--- src/pkg/trpwm_pkg.sv ---
`default_nettype none
package trpwm_pkg;
   // ==========================================================
   // register map, byte addresses
   localparam logic [7:0] ADR_CTL0 = 8'h00;
   localparam logic [7:0] ADR_CTL1 = 8'h04;
   localparam logic [7:0] ADR_OUTC = 8'h08;
   localparam logic [7:0] ADR_EDGE = 8'h0C;
   localparam logic [7:0] ADR_CNT = 8'h10;
   localparam logic [7:0] ADR_CCR0 = 8'h14;
   localparam logic [7:0] ADR_STEP = 8'h04;
   // ==========================================================
   // field positions
   localparam int CTL0_RUN_BIT = 7;
   localparam int CTL0_CKS_LSB = 0;
   localparam int CTL1_EST_BIT = 6;
   localparam int CTL1_EEE_BIT = 5;
   localparam int CTL1_MODE_LSB = 0;
   localparam int OUT_OE_OFS = 0;
   localparam int OUT_OL_OFS = 1;
   localparam int OUT_STRIDE = 2;
   localparam int EDGE_ETS_LSB = 0;
   localparam int EDGE_EES_LSB = 2;
   localparam int EDGE_RISE_BIT = 0;
   localparam int EDGE_FALL_BIT = 1;
   // ==========================================================
   // values
   localparam int CNT_W = 16;
   localparam int PRESC_W = 7;
   localparam logic [2:0] MODE_PWM = 3'h2;
   localparam logic [CNT_W-1:0] CNT_MAX = 16'hFFFF;
   localparam logic [CNT_W-1:0] CNT_ZERO = 16'h0000;
   localparam logic [CNT_W-1:0] CNT_ONE = 16'h0001;
   localparam logic [CNT_W-1:0] CCR_RST = 16'h0000;
   localparam logic [7:0] CTL_RST = 8'h00;
   localparam logic [PRESC_W-1:0] PRESC_ONE = 7'h01;
   typedef enum logic [2:0] {
      ST_IDLE = 3'b001,
      ST_WAIT = 3'b010,
      ST_RUN = 3'b100
   } trpwm_state_e;
endpackage
`default_nettype wire

--- src/logic/trpwm_edge_sync.sv ---
`default_nettype none
module trpwm_edge_sync (
   input wire logic clk_i,
   input wire logic rst_i,
   input wire logic pin_i,
   input wire logic [1:0] edge_sel_i,
   output logic edge_o
);
   logic sync1;
   logic sync2;
   logic prev;
   wire rise = sync2 & ~prev;
   wire fall = ~sync2 & prev;

   always_ff @(posedge clk_i)
   begin
      if (rst_i)
      begin
         sync1 <= 1'b0;
         sync2 <= 1'b0;
         prev <= 1'b0;
      end
      else
      begin
         sync1 <= pin_i;
         sync2 <= sync1;
         prev <= sync2;
      end
   end

   assign edge_o = (rise & edge_sel_i[trpwm_pkg::EDGE_RISE_BIT])
                 | (fall & edge_sel_i[trpwm_pkg::EDGE_FALL_BIT]);
endmodule
`default_nettype wire

--- src/logic/trpwm_timer.sv ---
// Decided for this implementation: the placing of the registers and the Wishbone slave port.
`default_nettype none
module trpwm_timer #(
   parameter int N_AUX = 3
) (
   input wire logic clk_i,
   input wire logic rst_i,
   input wire logic wb_cyc_i,
   input wire logic wb_stb_i,
   input wire logic wb_we_i,
   input wire logic [7:0] wb_adr_i,
   input wire logic [3:0] wb_sel_i,
   input wire logic [31:0] wb_dat_i,
   output logic [31:0] wb_dat_o,
   output logic wb_ack_o,
   input wire logic trigger_in_i,
   input wire logic event_in_i,
   output logic period_square_out_o,
   output logic [N_AUX-1:0] aux_pwm_out_o,
   output logic period_match_irq_o,
   output logic [N_AUX-1:0] aux_match_irq_o
);
   localparam int CW = trpwm_pkg::CNT_W;
   localparam int PW = trpwm_pkg::PRESC_W;

   // ==========================================================
   // helpers
   function automatic logic [7:0] ccr_adr(input int m);
      ccr_adr = trpwm_pkg::ADR_CCR0 + 8'(m * 4);
   endfunction

   function automatic logic [15:0] merge16(input logic [15:0] old, input logic [31:0] dat, input logic [3:0] sel);
      merge16 = {sel[1] ? dat[15:8] : old[15:8], sel[0] ? dat[7:0] : old[7:0]};
   endfunction

   // ==========================================================
   // registers and state
   logic run_enable;
   logic [2:0] clock_prescale_select;
   logic count_source_select;
   logic [2:0] operating_mode_field;
   logic [7:0] output_control;
   logic [3:0] edge_select_control;
   logic [CW-1:0] ccr [0:N_AUX];
   logic [CW-1:0] shadow [0:N_AUX];
   logic [CW-1:0] next_shadow [0:N_AUX];
   logic [CW-1:0] cnt;
   logic [CW-1:0] next_cnt;
   logic [PW-1:0] presc;
   logic armed;
   logic sq;
   logic next_sq;
   logic ack;
   logic [15:0] rd16;
   trpwm_pkg::trpwm_state_e state;
   trpwm_pkg::trpwm_state_e next_state;

   // ==========================================================
   // wishbone slave
   wire req = wb_cyc_i & wb_stb_i;
   // write lands on the edge where the master samples ack
   wire wr = req & ack & wb_we_i;
   wire ack_rise = req & ~ack;
   wire wr_ctl0 = wr & (wb_adr_i == trpwm_pkg::ADR_CTL0) & wb_sel_i[0];
   wire wr_ctl1 = wr & (wb_adr_i == trpwm_pkg::ADR_CTL1) & wb_sel_i[0];
   wire wr_outc = wr & (wb_adr_i == trpwm_pkg::ADR_OUTC) & wb_sel_i[0];
   wire wr_edge = wr & (wb_adr_i == trpwm_pkg::ADR_EDGE) & wb_sel_i[0];
   logic [N_AUX:0] ccr_wr;

   always_ff @(posedge clk_i)
   begin
      if (rst_i)
         ack <= 1'b0;
      else
         ack <= ack_rise;
   end
   assign wb_ack_o = ack;

   always_comb
   begin
      rd16 = 16'h0000;
      if (wb_adr_i == trpwm_pkg::ADR_CTL0)
         rd16 = {8'h00, run_enable, 4'h0, clock_prescale_select};
      else if (wb_adr_i == trpwm_pkg::ADR_CTL1)
         rd16 = {10'h000, count_source_select, 2'h0, operating_mode_field};
      else if (wb_adr_i == trpwm_pkg::ADR_OUTC)
         rd16 = {8'h00, output_control};
      else if (wb_adr_i == trpwm_pkg::ADR_EDGE)
         rd16 = {12'h000, edge_select_control};
      else if (wb_adr_i == trpwm_pkg::ADR_CNT)
         rd16 = cnt;
      for (int m = 0; m <= N_AUX; m++)
         if (wb_adr_i == ccr_adr(m))
            rd16 = ccr[m];
   end

   always_ff @(posedge clk_i)
   begin
      if (rst_i)
         wb_dat_o <= 32'h00000000;
      else if (ack_rise)
         wb_dat_o <= {16'h0000, rd16};
   end

   always_ff @(posedge clk_i)
   begin
      if (rst_i)
      begin
         run_enable <= 1'b0;
         clock_prescale_select <= 3'h0;
         count_source_select <= 1'b0;
         operating_mode_field <= 3'h0;
         output_control <= trpwm_pkg::CTL_RST;
         edge_select_control <= 4'h0;
      end
      else
      begin
         if (wr_ctl0)
         begin
            run_enable <= wb_dat_i[trpwm_pkg::CTL0_RUN_BIT];
            clock_prescale_select <= wb_dat_i[trpwm_pkg::CTL0_CKS_LSB +: 3];
         end
         if (wr_ctl1)
         begin
            count_source_select <= wb_dat_i[trpwm_pkg::CTL1_EEE_BIT];
            operating_mode_field <= wb_dat_i[trpwm_pkg::CTL1_MODE_LSB +: 3];
         end
         if (wr_outc)
            output_control <= wb_dat_i[7:0];
         if (wr_edge)
            edge_select_control <= wb_dat_i[3:0];
      end
   end

   // ==========================================================
   // compare registers and shadow buffers
   genvar g;
   generate
      for (g = 0; g <= N_AUX; g++)
      begin : g_ccr
         assign ccr_wr[g] = wr & (wb_adr_i == ccr_adr(g));
         always_ff @(posedge clk_i)
         begin
            if (rst_i)
            begin
               ccr[g] <= trpwm_pkg::CCR_RST;
               shadow[g] <= trpwm_pkg::CCR_RST;
            end
            else
            begin
               if (ccr_wr[g])
                  ccr[g] <= merge16(ccr[g], wb_dat_i, wb_sel_i);
               shadow[g] <= next_shadow[g];
            end
         end
      end
   endgenerate

   // ==========================================================
   // trigger, event and count clock
   logic trig_edge;
   logic evt_edge;

   trpwm_edge_sync u_trig (
      .clk_i(clk_i),
      .rst_i(rst_i),
      .pin_i(trigger_in_i),
      .edge_sel_i(edge_select_control[trpwm_pkg::EDGE_ETS_LSB +: 2]),
      .edge_o(trig_edge)
   );

   trpwm_edge_sync u_evt (
      .clk_i(clk_i),
      .rst_i(rst_i),
      .pin_i(event_in_i),
      .edge_sel_i(edge_select_control[trpwm_pkg::EDGE_EES_LSB +: 2]),
      .edge_o(evt_edge)
   );

   // software trigger acts on a written 1 only
   wire sw_trig = wr_ctl1 & wb_dat_i[trpwm_pkg::CTL1_EST_BIT];
   wire trig = trig_edge | sw_trig;
   // only the pwm mode code runs
   wire active = run_enable & (operating_mode_field == trpwm_pkg::MODE_PWM);

   // prescaler divides by 2 to the power of the select field
   wire [PW-1:0] presc_mask = PW'((trpwm_pkg::PRESC_ONE << clock_prescale_select) - trpwm_pkg::PRESC_ONE);
   wire presc_tick = (presc & presc_mask) == presc_mask;
   wire tick = count_source_select ? evt_edge : presc_tick;

   always_ff @(posedge clk_i)
   begin
      if (rst_i)
         presc <= '0;
      else
         presc <= presc + trpwm_pkg::PRESC_ONE;
   end

   // ==========================================================
   // counter control
   wire in_run = state == trpwm_pkg::ST_RUN;
   wire in_wait = state == trpwm_pkg::ST_WAIT;
   wire start = active & in_wait & trig;
   wire retrig = active & in_run & trig;
   // clear on the step after matching the period buffer
   wire period_clear = active & in_run & ~trig & tick & (cnt == shadow[0]);
   wire cnt_step = start | retrig | (active & in_run & tick);
   // reload gated by compare 1 write, always on start
   wire load_shadow = start | (period_clear & armed);

   always_comb
   begin
      next_state = state;
      unique case (state)
         trpwm_pkg::ST_IDLE:
            if (active)
               next_state = trpwm_pkg::ST_WAIT;
         trpwm_pkg::ST_WAIT:
            if (!active)
               next_state = trpwm_pkg::ST_IDLE;
            else if (trig)
               next_state = trpwm_pkg::ST_RUN;
         trpwm_pkg::ST_RUN:
            if (!active)
               next_state = trpwm_pkg::ST_IDLE;
         default:
            next_state = trpwm_pkg::ST_IDLE;
      endcase
   end

   always_comb
   begin
      next_cnt = cnt;
      if (!active)
         next_cnt = trpwm_pkg::CNT_MAX;
      else if (start | retrig)
         next_cnt = trpwm_pkg::CNT_ZERO;
      // period of compare 0 plus one
      else if (period_clear)
         next_cnt = trpwm_pkg::CNT_ZERO;
      else if (in_run & tick)
         next_cnt = cnt + trpwm_pkg::CNT_ONE;
   end

   always_comb
   begin
      for (int m = 0; m <= N_AUX; m++)
         next_shadow[m] = load_shadow ? ccr[m] : shadow[m];
   end

   assign next_sq = active & (sq ^ (start | retrig | period_clear));

   always_ff @(posedge clk_i)
   begin
      if (rst_i)
      begin
         state <= trpwm_pkg::ST_IDLE;
         cnt <= trpwm_pkg::CNT_MAX;
         sq <= 1'b0;
         armed <= 1'b0;
      end
      else
      begin
         state <= next_state;
         cnt <= next_cnt;
         sq <= next_sq;
         // compare 1 write arms; a write in the reload cycle wins
         if (ccr_wr[1])
            armed <= 1'b1;
         else if (load_shadow)
            armed <= 1'b0;
      end
   end

   // ==========================================================
   // outputs
   wire oe0 = output_control[trpwm_pkg::OUT_OE_OFS];
   wire ol0 = output_control[trpwm_pkg::OUT_OL_OFS];
   wire next_running = next_state == trpwm_pkg::ST_RUN;

   always_ff @(posedge clk_i)
   begin
      if (rst_i)
      begin
         period_square_out_o <= 1'b0;
         period_match_irq_o <= 1'b0;
      end
      else
      begin
         period_square_out_o <= oe0 ? next_sq : ol0;
         period_match_irq_o <= period_clear;
      end
   end

   generate
      for (g = 1; g <= N_AUX; g++)
      begin : g_aux
         wire oe = output_control[g * trpwm_pkg::OUT_STRIDE + trpwm_pkg::OUT_OE_OFS];
         wire pol = output_control[g * trpwm_pkg::OUT_STRIDE + trpwm_pkg::OUT_OL_OFS];
         wire on = next_running & (next_cnt < next_shadow[g]);
         always_ff @(posedge clk_i)
         begin
            if (rst_i)
            begin
               aux_pwm_out_o[g-1] <= 1'b0;
               aux_match_irq_o[g-1] <= 1'b0;
            end
            else
            begin
               aux_pwm_out_o[g-1] <= oe ? (on ^ pol) : pol;
               aux_match_irq_o[g-1] <= cnt_step & (next_cnt == next_shadow[g]);
            end
         end
      end
   endgenerate
endmodule
`default_nettype wire

--- config.mk ---
export PLATFORM = sky130hd
export DESIGN_NAME = trpwm_timer
export DESIGN_NICKNAME = d
export VERILOG_FILES = /design/src/pkg/trpwm_pkg.sv /design/src/logic/trpwm_edge_sync.sv /design/src/logic/trpwm_timer.sv
export SDC_FILE = /design/constraint.sdc
export NUM_CORES = 1
export LEC_CHECK = 0
export BUFFER_PORTS_ARGS = -buffer_cell sky130_fd_sc_hd__clkbuf_2
export CAP_MARGIN = 20
export CORE_ASPECT_RATIO = 1.75
export CORE_UTILIZATION = 46
export DETAILED_ROUTE_END_ITERATION = 12
export PLACE_DENSITY = 0.73
export SLEW_MARGIN = 20
export SYNTH_ARGS = -nofsm -noshare
export SYNTH_HDL_FRONTEND = slang
export SYNTH_HIERARCHICAL = 1
export SYNTH_SLANG_ARGS = --single-unit
--- constraint.sdc ---
create_clock -name clk_i -period 10.7 [get_ports clk_i]
set_input_delay 0.535 -clock clk_i [delete_from_list [all_inputs] [get_ports clk_i]]
set_output_delay 0.535 -clock clk_i [all_outputs]
set_load 0.03 [all_outputs]
Word-level counts from Yosys, hierarchy flattened. Memories as Yosys holds them, arrays and structs flattened. Index checks and enable logic that the tools add are counted.

Register bits after elaboration: 79. Memory bits (writable): 128. Input bits: 51. Output and inout bits: 41. Word-level logic and storage cells: 185. Memories: 2.

Memories: ccr (words 4, width 16, rd ports 4, clocked after memory_dff 0, wr ports 4, line trpwm_timer.sv:44) `logic [CW-1:0] ccr [0:N_AUX];`; shadow (words 4, width 16, rd ports 4, clocked after memory_dff 0, wr ports 4, line trpwm_timer.sv:45) `logic [CW-1:0] shadow [0:N_AUX];`.

Add/sub/neg operators: 3. $lt $le $gt $ge: 3. Equality and inequality tests: 18. Shift operators: 1. Mux-type cells: 60. Bitwise operators: 69. Reductions and logical operators: 2.

Operator list (number): $mux 16 (25); $eq 16x16->1 (4); $mux 8 (8); $lt 16x16->1 (3); $and 1x1->1 (43); $eq 8x5->1 const B (4); $mux 1 (22); $add 16x1->16 const B (1); $eq 8x4->1 const B (2); $or 1x1->1 (15); $mux 3 (4); $pmux 3 s3 (1); $eq 8x3->1 const B (1); $eq 8x6->1 const B (1); $logic_not 8->1 (1); $add 7x1->7 const B (1); $and 7x7->7 (1); $eq 7x7->1 (1); $shl 1x3->7 const A (1); $sub 7x1->7 const B (1); $eq 3x2->1 const B (2); $eq 3x3->1 const B (2); $not 1->1 (6); $xor 1x1->1 (4); 2 further kinds (2).

Logic depth before layout (Yosys ltp).
Word-level depth: 18. Depth in mapped cells: 17. Gate-level depth less buffers: 16.

Modules after synthesis. The synthesis kept the hierarchy.

Modules (own cells, without submodules): trpwm_timer (instances 1, cells an instance 1021, area an instance 10074.7 µm², sequential area each 4664.5 µm²); trpwm_edge_sync (instances 2, cells an instance 9, area an instance 98.8 µm², sequential area each 60.1 µm²).

Least setup slack after synthesis. OpenSTA, ideal clock, no wires.

Path kind: input -> register. Start: input wb_adr_i[5]. End: register aux_pwm_out_o[1]. Setup time: 70 ps. Data arrival time: 3684 ps. Data required time: 10630 ps. Setup slack: 6945 ps. Stages: 15. Buffers on the path: 2. Cell sequence: nor4_4 > a41oi_4 > and4_2 > a31oi_1 > buf_4 > buf_6 > mux2i_1 > ha_1 > nor2b_1 > o211ai_1 > a31oi_1 > o21ai_0 > a21oi_1 > or4_1 > a21oi_1.

Cells in the longest elaborated chain, start to end: 16. Elaborated cells on any way between the ends: 26. Classes of those cells: 1 x order compare; 2 x eq/ne; 8 x mux; 15 x bitwise.

Ends and longest elaborated chain: start: declaration (line trpwm_timer.sv:11) `input wire logic [7:0] wb_adr_i,`; $eq 8x3->1 (*) (line trpwm_timer.sv:65) `wire wr_ctl1 = wr & (wb_adr_i == trpwm_pkg::ADR_CTL1) & wb_sel_i[0];`; $and 1x1->1 (*) (2 in a row) (line trpwm_timer.sv:65); $and 1x1->1 (*) (line trpwm_timer.sv:181) `wire sw_trig = wr_ctl1 & wb_dat_i[trpwm_pkg::CTL1_EST_BIT];`; $or 1x1->1 (*) (line trpwm_timer.sv:182) `wire trig = trig_edge | sw_trig;`; $not 1->1 (line trpwm_timer.sv:206) `wire period_clear = active & in_run & ~trig & tick & (cnt == shadow[0]);`; $and 1x1->1 (3 in a row) (line trpwm_timer.sv:206); $mux 16 / $and 1x1->1 (equally long branches) (line trpwm_timer.sv:239, trpwm_timer.sv:209); $mux 16 / $or 1x1->1 (equally long branches) (line trpwm_timer.sv:236, trpwm_timer.sv:209); $mux 16, on equally long branches (line trpwm_timer.sv:234, trpwm_timer.sv:248); $lt 16x16->1 (line trpwm_timer.sv:300) `wire on = next_running & (next_cnt < next_shadow[g]);`; $and 1x1->1 (*) (line trpwm_timer.sv:300); $xor 1x1->1 (*) (line trpwm_timer.sv:310) `aux_pwm_out_o[g-1] <= oe ? (on ^ pol) : pol;`; $mux 1 (*) (line trpwm_timer.sv:310); end signal: indexed assignment (line trpwm_timer.sv:310); end: declaration (line trpwm_timer.sv:19) `output logic [N_AUX-1:0] aux_pwm_out_o,`.

Every way passes the cells marked *; elsewhere a longest branch is shown, timed or not. A chain may end at the register's enable or synchronous reset.

Worst setup path after layout.
Start: input wb_adr_i[4]. End: register aux_pwm_out_o[1].

Same word-level chain as after synthesis.

==> impl_metrics.ini <==
[run_status]
outcome = complete, no violations

[final_layout]
antennaDiodeCount = 0
nFillCells = 2038
nNetsFinal = 1186
multiInputGateArea_sq_mm = 0.00517
final_layout_size_suffix_gt1_share_pct = 12.1
area_delta_synth_final_pct = 12.0
seqCellArea_sq_mm = 0.00478

[setup_path]
worstPathArrival_ns = 5.66
critPathLaunchType = input pin
critPathRequiredTime_ns = 11.12
end_kind = flip-flop
worst-path-max-fanout = 47
path_class = input pin to flip-flop

[cts]
cts_tree = yes
clk_pin_slew_ns = 0.06
cts_resized = 0
cts_root_buf = clkbuf_16
clock_path_buffers = 3
cts_htree_levels = 1
hold_buffers = 0
clk_latency_ns = 0.52
post_cts_buffers = 0
cts_buffers = 20
cts.sinks = 207

[placed_design]
portBuffers = 57
place_ws_ns = 4.94
place_congestion = 0.897
hpwl_microns = 20900

[die]
num_rows = 72
start_util_pct = 46.7
die_area_sq_mm = 0.0230
die_w_microns = 115
io_pins = 92
coreArea_sq_mm = 0.0220
die_h_microns = 200

[timing]
worstMarginPinSlew_ns = 1.09
worst_slack_ns = 5.46
fin_crit_sh_pct = 49.0
setup_viol = 0
rsz0062_at_grt = false
min_period_ns = 5.24
slew_viol_final = 0
relSlewSlack_pct = 27.0
skew_ns = 0.0286
fin_setup_tns_ns = 0
hold_viol = 0
fmax_mhz = 191

[min_path]
hp-class = input pin to flip-flop

[drt]
route.detailed.drc = 0
via_count = 8006
postRouteAntennaNets = 0
via_per_inst = 5.74
first_pass_iters = 5
routedWlPerCell_microns = 20.4
drt_iter0_markers = 608
routed_wl_microns = 28500

[pwr]
peakVddDrop_uv = 99.9
power_w = 0.00167
power_density_mw_per_mm2 = 145
power_leakage_nw = 4.94

[logic_synthesis]
post_synth_num_cell_types = 69
synthCells = 1039
syn_avg_cell_area_sq_um = 9.89
synthArstFlopShare_pct = 0
yosys-top-cells-area = dfxtp_1, edfxtp_1, mux2i_1
netlist_area_sq_mm = 0.0103
ys.flop_type = dfxtp_1
ys_ff_latch = 207
synthDominantCellAreaShare_pct = 27.9
yosysSeqAreaShare_pct = 46.6
synth_edf_count = 64
yosysWarnings = 6
synth_top_cell_by_area = dfxtp_1

[flow_run]
maxCapViolCount = 0

[global_route]
grt_max_degree = 82
grt_use_total_pct = 25.8
first_global_vias = 8061
antenna_found_initial = 0
grt_overflow = 0
grt_pass1_wl_microns = 44300
-- worst paths after layout --
path | startpoint | endpoint | slack, ns | cells past startpoint
setup reg to reg | wb_ack_o | aux_pwm_out_o[1] | 5.55 | 13
hold reg to reg | u_evt/sync1 | u_evt/sync2 | 0.44 | 1
setup / recovery | wb_adr_i[4] | aux_pwm_out_o[1] | 5.46 | 14
hold / removal | event_in_i | u_evt/sync1 | 0.25 | 2
-- cells in the mapped netlist, drive strengths merged (3+ instances only) --
master and n:
o211ai 7, nand2b 6, a22oi 6, nand3 15, xnor2 16, mux2 5
o21a 7, mux2i 92, nand4 20, o21ai 71, nor4b 3, a221o 3
nor2b 14, nand2 77, ha 50, o221ai 3, a211oi 15, edfxtp 64
xor2 13, buf 31, a2111oi 4, inv 13, nor4 13, and3 7
nor3 14, a31oi 3, dfxtp 143, nand3b 5, a21oi 30, nor2 129
a21o 6, or3 5, o31a 5, a222oi 8, and2 75, clkbuf 35
-- report_power, final --
part / leakage (nW) / internal, W / switching (W)
sequential: 1.82 / 0.000820 / 0.00000777
combinational: 2.78 / 0.0000191 / 0.0000565
clock: 0.344 / 0.000455 / 0.000312
-- metrics by stage --
| stage | util [%] | cell area (sq um) | cells | hold slack, ns |
|---|---|---|---|---|
| finish | 52.4 | 11500 | 1395 | 0.255 |
| global route | 52.4 | 11500 | 1395 | 0.269 |
| CTS | 52.3 | 11500 | 1395 | 0.237 |
| detailed placement | 49.1 | 10800 | 1359 | 0.428 |
| global placement | 49.1 | 10800 | 1359 | 0.419 |
| floorplan | - | 10300 | 1054 | 0.414 |
-- worst max-delay path, stage by stage --
cell	delay, ns
clkbuf_2	0.19
nor4_4	0.64
a41oi_4	0.27
and4_2	0.29
a31oi_4	0.75
buf_4	0.81
mux2i_1	0.45
ha_1	0.33
a211oi_1	0.25
a31oi_1	0.12
o21ai_0	0.16
a21oi_1	0.10
or4_1	0.46
a21oi_1	0.24
-- layout make-up --
cell class	instances	share of cell area, %
Multi-Input combinational cell	768	44.9
Sequential cell	207	41.6
Clock buffer	28	5.06
Timing Repair Buffer	75	3.68
Tap cell	296	3.22
Clock inverter	8	1.14
Inverter	13	0.424
-- per-layer routing --
metal | GRT usage [%] | up-vias | part of all wire [%]
li1 | - | 3782 | -
met1 | 27.9 | 3822 | 36
met2 | 45.5 | 293 | 51
met3 | 2.76 | 109 | 4.3
met4 | 19.8 | 0 | 8.1
met5 | 0 | - | 0
-- cell families after synthesis --
family | count (synthesis) | share of synthesized area [%]
buffers and inverters | 79 | 3.95
other | 1 | 0.0365
adders and majority gates | 50 | 6.09
AOI/OAI and AO/OA | 178 | 11.4
and+or+nand+nor | 398 | 20.0
xor gates and xnor gates | 29 | 2.47
DFF | 207 | 46.6
muxes | 97 | 9.51
-- cell usage in the layout, fill, tap and decap left out, types with 21 or more instances in the layout --
cell       count
ha_1          50
dfxtp_1      143
clkbuf_16     21
and2_1        72
nand2_1       77
edfxtp_1      64
nor2_1       126
o21ai_0       66
clkbuf_2      56
mux2i_1       92
a21oi_1       30
-- flip-flops by register name, summed over array words and instances (netlist names), 3 cells and up --
| register | count |
|---|---|
| aux_match_irq_o | 3 |
| aux_pwm_out_o | 3 |
| ccr | 64 |
| clock_prescale_select | 3 |
| cnt | 16 |
| edge_select_control | 4 |
| operating_mode_field | 3 |
| output_control | 8 |
| presc | 7 |
| shadow | 64 |
| state | 3 |
| wb_dat_o | 16 |
Power figures use the tool's default switching activity.
